===== config.mk =====
export PLATFORM = sky130hd
export DESIGN_NAME = pciu_top
export DESIGN_NICKNAME = d
export VERILOG_FILES = /design/src/rtl/pciu_pkg.sv /design/src/rtl/pciu_top.sv
export SDC_FILE = /design/constraint.sdc
export NUM_CORES = 1
export LEC_CHECK = 0
export ABC_AREA = 1
export BUFFER_PORTS_ARGS = -buffer_cell sky130_fd_sc_hd__buf_2
export CORE_MARGIN = 4
export CORE_UTILIZATION = 64
export DETAILED_ROUTE_END_ITERATION = 7
export GPL_ROUTABILITY_DRIVEN = 1
export PLACE_DENSITY = 0.83
export RECOVER_POWER = 50
export SYNTH_ARGS = -nofsm -noshare
export SYNTH_HDL_FRONTEND = slang
export SYNTH_SLANG_ARGS = --single-unit

===== constraint.sdc =====
create_clock -name ref_clk_i -period 10.4 [get_ports ref_clk_i]
set_input_delay 0.52 -clock ref_clk_i [delete_from_list [all_inputs] [get_ports ref_clk_i]]
set_output_delay 0.52 -clock ref_clk_i [all_outputs]
set_load 0.03 [all_outputs]

===== src/rtl/pciu_pkg.sv =====
// Constants and types shared by the pin change interrupt unit
package pciu_pkg;

	// ------------------------------------------------------------
	// Sizes
	// ------------------------------------------------------------
	localparam int unsigned CH_NUM   = 8;
	localparam int unsigned PORT_NUM = 4;
	localparam int unsigned ADDR_W   = 12;

	// ------------------------------------------------------------
	// Register indices (byte address is four times the index)
	// ------------------------------------------------------------
	localparam logic [7:0] IDX_TRIG = 8'hE9;
	localparam logic [7:0] IDX_NEG  = 8'hEA;
	localparam logic [7:0] IDX_POS  = 8'hEB;
	localparam logic [7:0] IDX_FLAG = 8'hEC;
	localparam logic [7:0] IDX_STAT = 8'hF0;
	localparam logic [7:0] IDX_MASK = 8'hF1;
	localparam logic [7:0] IDX_SRC0 = 8'hF9; // Channels 0..6 at F9..FF
	localparam logic [7:0] IDX_SRC7 = 8'hF7;

	// ------------------------------------------------------------
	// Reset values
	// ------------------------------------------------------------
	localparam logic [7:0] RST_TRIG = 8'h34;
	localparam logic [7:0] RST_NEG  = 8'h00;
	localparam logic [7:0] RST_POS  = 8'h00;
	localparam logic [7:0] RST_FLAG = 8'h00;
	localparam logic [7:0] RST_STAT = 8'h00;
	localparam logic [7:0] RST_MASK = 8'h00;
	localparam logic [5:0] RST_SRC  = 6'h00;
	localparam logic [31:0] RST_PIN = 32'hFFFF_FFFF; // Pins idle high

	// ------------------------------------------------------------
	// Field layout of a source select register
	// ------------------------------------------------------------
	localparam int unsigned SRC_BIT_LSB  = 0;
	localparam int unsigned SRC_PORT_LSB = 4;
	localparam logic [2:0]  PORT_LAST    = 3'h3;

	// Trigger type encodings
	localparam logic TRIG_LEVEL = 1'b0;
	localparam logic TRIG_EDGE  = 1'b1;

	typedef struct packed {
		logic [2:0] port_sel;
		logic [2:0] bit_sel;
	} pciu_src_type;

endpackage


===== src/rtl/pciu_top.sv =====
// Pin change interrupt unit: eight channel pin detector with APB registers
`timescale 1ns/1ps

module pciu_top
	import pciu_pkg::*;
(
	// Clock and reset
	input  wire logic              ref_clk_i,
	input  wire logic              rst_i,
	// APB slave
	input  wire logic              psel_i,
	input  wire logic              penable_i,
	input  wire logic              pwrite_i,
	input  wire logic [ADDR_W-1:0] paddr_i,
	input  wire logic [31:0]       pwdata_i,
	input  wire logic [3:0]        pstrb_i,
	output logic      [31:0]       prdata_o,
	output logic                   pready_o,
	output logic                   pslverr_o,
	// Port pins, port n on bits 8n+7..8n
	input  wire logic [31:0]       port_pins_i,
	// Requests toward the processor
	output logic                   pin_irq_o,
	output logic                   wake_req_o
);

	// ------------------------------------------------------------
	// Address decoding helpers
	// ------------------------------------------------------------

	// Maps an index to a source select channel; bit 3 is the hit
	function automatic logic [3:0] src_chan(input logic [7:0] idx);
		logic [3:0] r;
		r = 4'h0;
		if (idx == IDX_SRC7) begin
			r = 4'hF;
		end else if (idx >= IDX_SRC0) begin
			r = {1'b1, 3'(idx - IDX_SRC0)};
		end
		return r;
	endfunction

	// Any index this block answers to
	function automatic logic idx_mapped(input logic [7:0] idx);
		logic       m;
		logic [3:0] s;
		m = 1'b0;
		s = src_chan(idx);
		case (idx)
			IDX_TRIG, IDX_NEG, IDX_POS, IDX_FLAG,
			IDX_STAT, IDX_MASK: begin
				m = 1'b1;
			end
			default: begin
				m = s[3];
			end
		endcase
		return m;
	endfunction

	// ------------------------------------------------------------
	// Bus decode
	// ------------------------------------------------------------
	logic [7:0] bus_idx;
	logic       addr_ok;
	logic       setup_ph;
	logic       wr_acc;
	logic       wr_lane;
	logic [3:0] wr_src;
	logic [7:0] wdat;

	// Word aligned inside the low kilobyte only
	assign bus_idx  = paddr_i[9:2];
	assign addr_ok  = (paddr_i[11:10] == 2'h0) && (paddr_i[1:0] == 2'h0)
	                  && idx_mapped(bus_idx);
	assign setup_ph = psel_i && !penable_i;
	// Zero wait state: the access phase always completes
	assign wr_acc   = psel_i && penable_i && pwrite_i && addr_ok;
	assign wr_lane  = wr_acc && pstrb_i[0]; // Registers sit in lane 0
	// Source channel addressed by a write
	assign wr_src   = src_chan(bus_idx);
	assign wdat     = pwdata_i[7:0];

	// ------------------------------------------------------------
	// Control registers
	// ------------------------------------------------------------
	logic [7:0]   trig_q;
	logic [7:0]   neg_q;
	logic [7:0]   pos_q;
	logic [7:0]   mask_q;
	pciu_src_type src_q [CH_NUM];

	// Trigger type, polarity enables and interrupt mask
	always_ff @(posedge ref_clk_i or posedge rst_i) begin
		if (rst_i) begin
			trig_q <= RST_TRIG;
			neg_q  <= RST_NEG;
			pos_q  <= RST_POS;
			mask_q <= RST_MASK;
		end else if (wr_lane) begin
			case (bus_idx)
				IDX_TRIG: begin
					trig_q <= wdat;
				end
				IDX_NEG: begin
					neg_q  <= wdat;
				end
				IDX_POS: begin
					pos_q  <= wdat;
				end
				IDX_MASK: begin
					mask_q <= wdat;
				end
				default: begin
					mask_q <= mask_q;
				end
			endcase
		end
	end

	// Source select, one register per channel; reserved bits drop
	always_ff @(posedge ref_clk_i or posedge rst_i) begin
		if (rst_i) begin
			for (int i = 0; i < CH_NUM; i++) begin
				src_q[i] <= RST_SRC;
			end
		end else if (wr_lane && wr_src[3]) begin
			src_q[wr_src[2:0]] <= {wdat[SRC_PORT_LSB+:3],
			                       wdat[SRC_BIT_LSB+:3]};
		end
	end

	// ------------------------------------------------------------
	// Pin synchronisers
	// ------------------------------------------------------------
	logic [31:0] pin_meta_q;
	logic [31:0] pin_sync_q;

	// Pins are asynchronous to the bus clock
	// Reset to the idle high level, so release shows no false edge
	always_ff @(posedge ref_clk_i or posedge rst_i) begin
		if (rst_i) begin
			pin_meta_q <= RST_PIN;
			pin_sync_q <= RST_PIN;
		end else begin
			pin_meta_q <= port_pins_i;
			pin_sync_q <= pin_meta_q;
		end
	end

	// ------------------------------------------------------------
	// Per channel selection and detection
	// ------------------------------------------------------------
	logic [7:0] ch_lvl;   // Selected synchronised level
	logic [7:0] ch_prev_q;
	logic [7:0] ch_rise;
	logic [7:0] ch_fall;
	logic [7:0] ch_edge;  // Enabled edge seen this cycle
	logic [7:0] ch_act;   // Enabled level condition present
	logic [7:0] ch_evt;   // Event toward status and wake

	// One detector per channel, fed from the synchronised pins
	for (genvar c = 0; c < CH_NUM; c++) begin : g_ch
		// Reserved ports read as high: no low level, no edges
		always_comb begin
			if (src_q[c].port_sel > PORT_LAST) begin
				ch_lvl[c] = 1'b1;
			end else begin
				ch_lvl[c] = pin_sync_q[{src_q[c].port_sel[1:0],
				                        src_q[c].bit_sel}];
			end
		end

		// Edges compare this sample with the previous one
		assign ch_rise[c] = ch_lvl[c] && !ch_prev_q[c];
		assign ch_fall[c] = !ch_lvl[c] && ch_prev_q[c];
		assign ch_edge[c] = (pos_q[c] && ch_rise[c])
		                    || (neg_q[c] && ch_fall[c]);
		assign ch_act[c]  = (pos_q[c] && ch_lvl[c])
		                    || (neg_q[c] && !ch_lvl[c]);
		// Mode picks which of the two counts as an event
		assign ch_evt[c]  = (trig_q[c] == TRIG_EDGE) ? ch_edge[c]
		                                             : ch_act[c];
	end

	// Previous sample; starts high like a released key
	always_ff @(posedge ref_clk_i or posedge rst_i) begin
		if (rst_i) begin
			ch_prev_q <= 8'hFF;
		end else begin
			ch_prev_q <= ch_lvl;
		end
	end

	// ------------------------------------------------------------
	// Channel flags
	// ------------------------------------------------------------
	logic [7:0] flag_q;
	logic [7:0] flag_d;
	logic [7:0] flag_clr;

	// A written zero clears an edge channel flag
	assign flag_clr = (wr_lane && bus_idx == IDX_FLAG) ? ~wdat
	                                                   : 8'h00;

	// Level channels track the pin; edge channels latch events
	always_comb begin
		for (int i = 0; i < CH_NUM; i++) begin
			if (trig_q[i] == TRIG_LEVEL) begin
				flag_d[i] = !ch_lvl[i];
			end else begin
				// Set wins over a clear in the same cycle
				flag_d[i] = (flag_q[i] && !flag_clr[i])
				            || ch_edge[i];
			end
		end
	end

	// Flag register, cleared by reset on every channel
	always_ff @(posedge ref_clk_i or posedge rst_i) begin
		if (rst_i) begin
			flag_q <= RST_FLAG;
		end else begin
			flag_q <= flag_d;
		end
	end

	// ------------------------------------------------------------
	// Sticky status, mask and request outputs
	// ------------------------------------------------------------
	logic [7:0] stat_q;
	logic [7:0] stat_clr;
	logic       irq_q;
	logic       wake_q;

	// Write one to clear; a new event in the same cycle survives
	assign stat_clr = (wr_lane && bus_idx == IDX_STAT) ? wdat : 8'h00;

	always_ff @(posedge ref_clk_i or posedge rst_i) begin
		if (rst_i) begin
			stat_q <= RST_STAT;
		end else begin
			stat_q <= (stat_q & ~stat_clr) | ch_evt;
		end
	end

	// One request line; software polls the flags for the source
	always_ff @(posedge ref_clk_i or posedge rst_i) begin
		if (rst_i) begin
			irq_q <= 1'b0;
		end else begin
			irq_q <= |(stat_q & mask_q);
		end
	end

	// Wake needs no clear: it asks while an unmasked event is seen
	always_ff @(posedge ref_clk_i or posedge rst_i) begin
		if (rst_i) begin
			wake_q <= 1'b0;
		end else begin
			wake_q <= |(ch_evt & mask_q);
		end
	end

	// Registered requests keep decode glitches off the lines
	assign pin_irq_o  = irq_q;
	assign wake_req_o = wake_q;

	// ------------------------------------------------------------
	// Read path
	// ------------------------------------------------------------
	logic [7:0]  rd_val;
	logic [3:0]  rd_src;
	logic [31:0] prdata_q;
	logic        slverr_q;

	// Source channel addressed by a read
	assign rd_src = src_chan(bus_idx);

	// Read value; source registers show reserved bits as zero
	always_comb begin
		case (bus_idx)
			IDX_TRIG: begin
				rd_val = trig_q;
			end
			IDX_NEG: begin
				rd_val = neg_q;
			end
			IDX_POS: begin
				rd_val = pos_q;
			end
			IDX_FLAG: begin
				rd_val = flag_q;
			end
			IDX_STAT: begin
				rd_val = stat_q;
			end
			IDX_MASK: begin
				rd_val = mask_q;
			end
			default: begin
				if (rd_src[3]) begin
					rd_val = {1'b0, src_q[rd_src[2:0]].port_sel,
					          1'b0, src_q[rd_src[2:0]].bit_sel};
				end else begin
					rd_val = 8'h00;
				end
			end
		endcase
	end

	// Captured in the setup cycle so the data leaves a flip-flop
	always_ff @(posedge ref_clk_i or posedge rst_i) begin
		if (rst_i) begin
			prdata_q <= 32'h0000_0000;
			slverr_q <= 1'b0;
		end else if (setup_ph) begin
			prdata_q <= (!pwrite_i && addr_ok) ? {24'h00_0000, rd_val}
			                                   : 32'h0000_0000;
			slverr_q <= !addr_ok;
		end
	end

	// Every access phase is answered at once
	assign pready_o  = 1'b1;
	assign prdata_o  = prdata_q;
	assign pslverr_o = slverr_q && psel_i && penable_i;

endmodule


==> results.sh <==
export IMPL_synth_top_cell_area_share_pct=25.7
export IMPL_grt_max_degree=98
export IMPL_drv_slew=98
export IMPL_drt_antenna_violating_nets=0
export IMPL_switching_power_uw=385
export IMPL_cts_setup_buffers=0
export IMPL_routed_via_density=6.03
export IMPL_period_share_pct=33.7
export IMPL_design_area_um2=11000
export IMPL_clkPwrFrac_pct=43.6
export IMPL_drt_initial_drc_count=1447
export IMPL_slew_headroom_pct=-158
export IMPL_worst_endpoint_arrival_ns=3.92
export IMPL_ir_worst_vdd_mv=0.127
export IMPL_synth_top_family_by_area="simple AND/OR/NAND/NOR gates"
export IMPL_path_cells="buf_2, clkinvlp_2, buf_4"
export IMPL_synth_compound_area_share_pct=11.0
export IMPL_violations="capacitance limit, slew limit"
export IMPL_clock_skew_ns=0.0153
export IMPL_core_area_um2=15400
export IMPL_syn_area_um2=10100
export IMPL_htreeDepth=4
export IMPL_critPathLaunchType="input pin"
export IMPL_p_total_mw=1.50
export IMPL_fin_cells=1646
export IMPL_synth_most_common_cell="nand2_1"
export IMPL_fp_row_count=45
export IMPL_drive_gt1_share_pct=13.5
export IMPL_fillers=1259
export IMPL_synthXorXnorAreaFrac_pct=0.0864
export IMPL_seq_area_frac_synth_pct=45.1
export IMPL_grt_first_pass_wirelength_um=47700
export IMPL_drv_cap=1
export IMPL_drt_pass1_iterations=6
export IMPL_seq_area_um2=4570
export IMPL_p_leak_nw=5.08
export IMPL_port_buffers=68
export IMPL_gp_congestion=0.968
export IMPL_ys_warnings_count=0
export IMPL_initial_core_util_pct=66.0
export IMPL_avgSynthCellArea_um2=7.30
export IMPL_critPathTopFamily="buffers and inverters"
export IMPL_placed_area_um2=10400
export IMPL_use_met3_pct=9.00
export IMPL_grt_pass1_vias=9010
export IMPL_rsz0062_at_grt="false"
export IMPL_synth_simple_area_share_pct=33.7
export IMPL_clock_fmax_ghz=0.285
export IMPL_path_clk_slew_ns=0.07
export IMPL_clockBufferDepth=2
export IMPL_cts_sinks=179
export IMPL_combPwrFrac_pct=7.6
export IMPL_fin_nets=1512
export IMPL_synth_edf_count=0
export IMPL_antenna_found_initial=0
export IMPL_ys_seq_elements=179
export IMPL_insertion_delay_ns=0.45
export IMPL_yosys_area_top_type="dfrtp_1"
export IMPL_area_delta_synth_final_pct=8.60
export IMPL_hpwlAfterDp_um=20700
export IMPL_worst_slew_pin_transition_ns=3.84
export IMPL_dieArea_um2=17900
export IMPL_gr_usage_all_layers_pct=34.0
export IMPL_setup_viol=0
export IMPL_cts_resized=0
export IMPL_slowest_delay_ns=2.17
export IMPL_multi_input_area_um2=4720
export IMPL_die_y_um=134
export IMPL_io_pins=121
export IMPL_routed_wirelength_um=30000
export IMPL_cts_hold_buf=0
export IMPL_worstSetupPathType="in -> async"
export IMPL_cp_max_fo=97
export IMPL_synthTopCellsByArea="dfrtp_1 (26%), dfstp_2 (19%), nand2_1 (17%)"
export IMPL_fin_crit_ns=3.51
export IMPL_synthMuxAreaShare_pct=0.222
export IMPL_detail_route_wl_per_cell_um=18.2
export IMPL_root_buffer="clkbuf_16"
export IMPL_synthTopCellsByCount="nand2_1 (472), nand3_1 (250), inv_1 (124), dfrtp_1 (104), o21ai_1 (76)"
export IMPL_dp_cells=1614
export IMPL_pwr_density_cell_nw_per_um2=136
export IMPL_seq_power_share_pct=48.7
export IMPL_place_ws_ns=6.82
export IMPL_grt_use_met1_pct=49.1
export IMPL_cts_buffers_inserted=17
export IMPL_holdWs_ns=0.169
export IMPL_async_flop_share_pct=100
export IMPL_ys_types=40
export IMPL_cp_required_ns=10.82
export IMPL_hp_class="in -> reg"
export IMPL_setup_ws_ns=6.89
export IMPL_slowest_stage="clkinvlp_2"
export IMPL_use_met2_pct=49.7
export IMPL_final_hold_violation_count=0
export IMPL_syn_inst=1388
export IMPL_grt_overflow_total=0
export IMPL_diodes=0
export IMPL_status="complete, but fails checks"
export IMPL_cts_tree="done"
export IMPL_p_int_mw=1.12
export IMPL_grt_busiest_layer="met2"
export IMPL_switching_share_pct=25.7
export IMPL_fin_util_pct=71.6
export IMPL_drc=0
export IMPL_totalNegativeSetupSlack_ns=0
export IMPL_die_x_um=134
export IMPL_synth_fa_ha_area_share_pct=0.617
export IMPL_synth_ff_type="dfrtp_1"
export IMPL_worst_path_buf_inv=3
export IMPL_vias=9927
export IMPL_critPathCaptureType="asynchronous set/reset pin"
-- power groups by stage --
stage | combinational, mW | sequential (mW) | clock, mW
4_1_cts | 0.112 | 0.731 | 0.654
2_1_floorplan | 0.0792 | 0.740 | 0
3_3_place_gp | 0.109 | 0.743 | 0
3_5_place_dp | 0.111 | 0.743 | 0
5_1_grt | 0.125 | 0.733 | 0.687
6_report | 0.115 | 0.732 | 0.655
-- path summary, 6_finish.rpt --
kind                       cells past startpoint             from              to  slack, ns
setup / recovery                               3            rst_i        neg_q[6]       6.89
hold / removal                                 1  port_pins_i[25]  pin_meta_q[25]       0.17
setup reg to reg                              16        src_q[18]      wake_req_o       7.72
hold reg to reg                                0   pin_meta_q[10]  pin_sync_q[10]       0.35
max in group ref_clk_i                        12       paddr_i[2]       src_q[43]       7.23
min in group asynchronous                      2            rst_i       flag_q[4]       1.24
-- metal layers --
layer  up-vias  part of all wire, %
li1       4571                    -
met1      4568                   40
met2       678                   43
met3       110                   13
met4         0                  3.4
met5         -                    0
-- cell type report --
type	count	area share (%)
Clock buffer	20	4.06
Clock inverter	12	1.30
Multi-Input combinational cell	1015	42.9
Tap cell	211	2.40
Timing Repair Buffer	69	3.02
Inverter	140	4.80
Sequential cell	179	41.5
-- cell families after synthesis --
group	count (synthesis)
simple gates	789
buf+inv	217
compound gates	193
flops	179
fa+ha+maj	5
other cells	2
mux	2
xor+xnor	1
-- flip-flops by register name, summed over array words and instances, names as in the netlist --
register    flops
mask_q          8
pin_meta_q     32
stat_q          8
prdata_o        8
ch_prev_q       8
pin_sync_q     32
pin_irq_o       1
src_q          48
wake_req_o      1
pos_q           8
slverr_q        1
trig_q          8
neg_q           8
flag_q          8
-- layout by cell type, fill, tap and decap left out, types with 8 or more instances in the layout --
cell type	netlist	layout
buf_2	15	56
clkbuf_16	0	17
o21ai_1	76	76
nand3_1	250	250
dfstp_2	75	74
a21oi_1	16	16
a22o_1	8	8
inv_2	8	8
clkbuf_1	34	14
conb_1	2	25
nand4_1	12	12
inv_1	124	123
nor2_1	28	28
o21ai_0	45	45
o211ai_1	30	30
nand2_1	472	472
dfrtp_1	104	104
(Power assumes the default switching activity.)
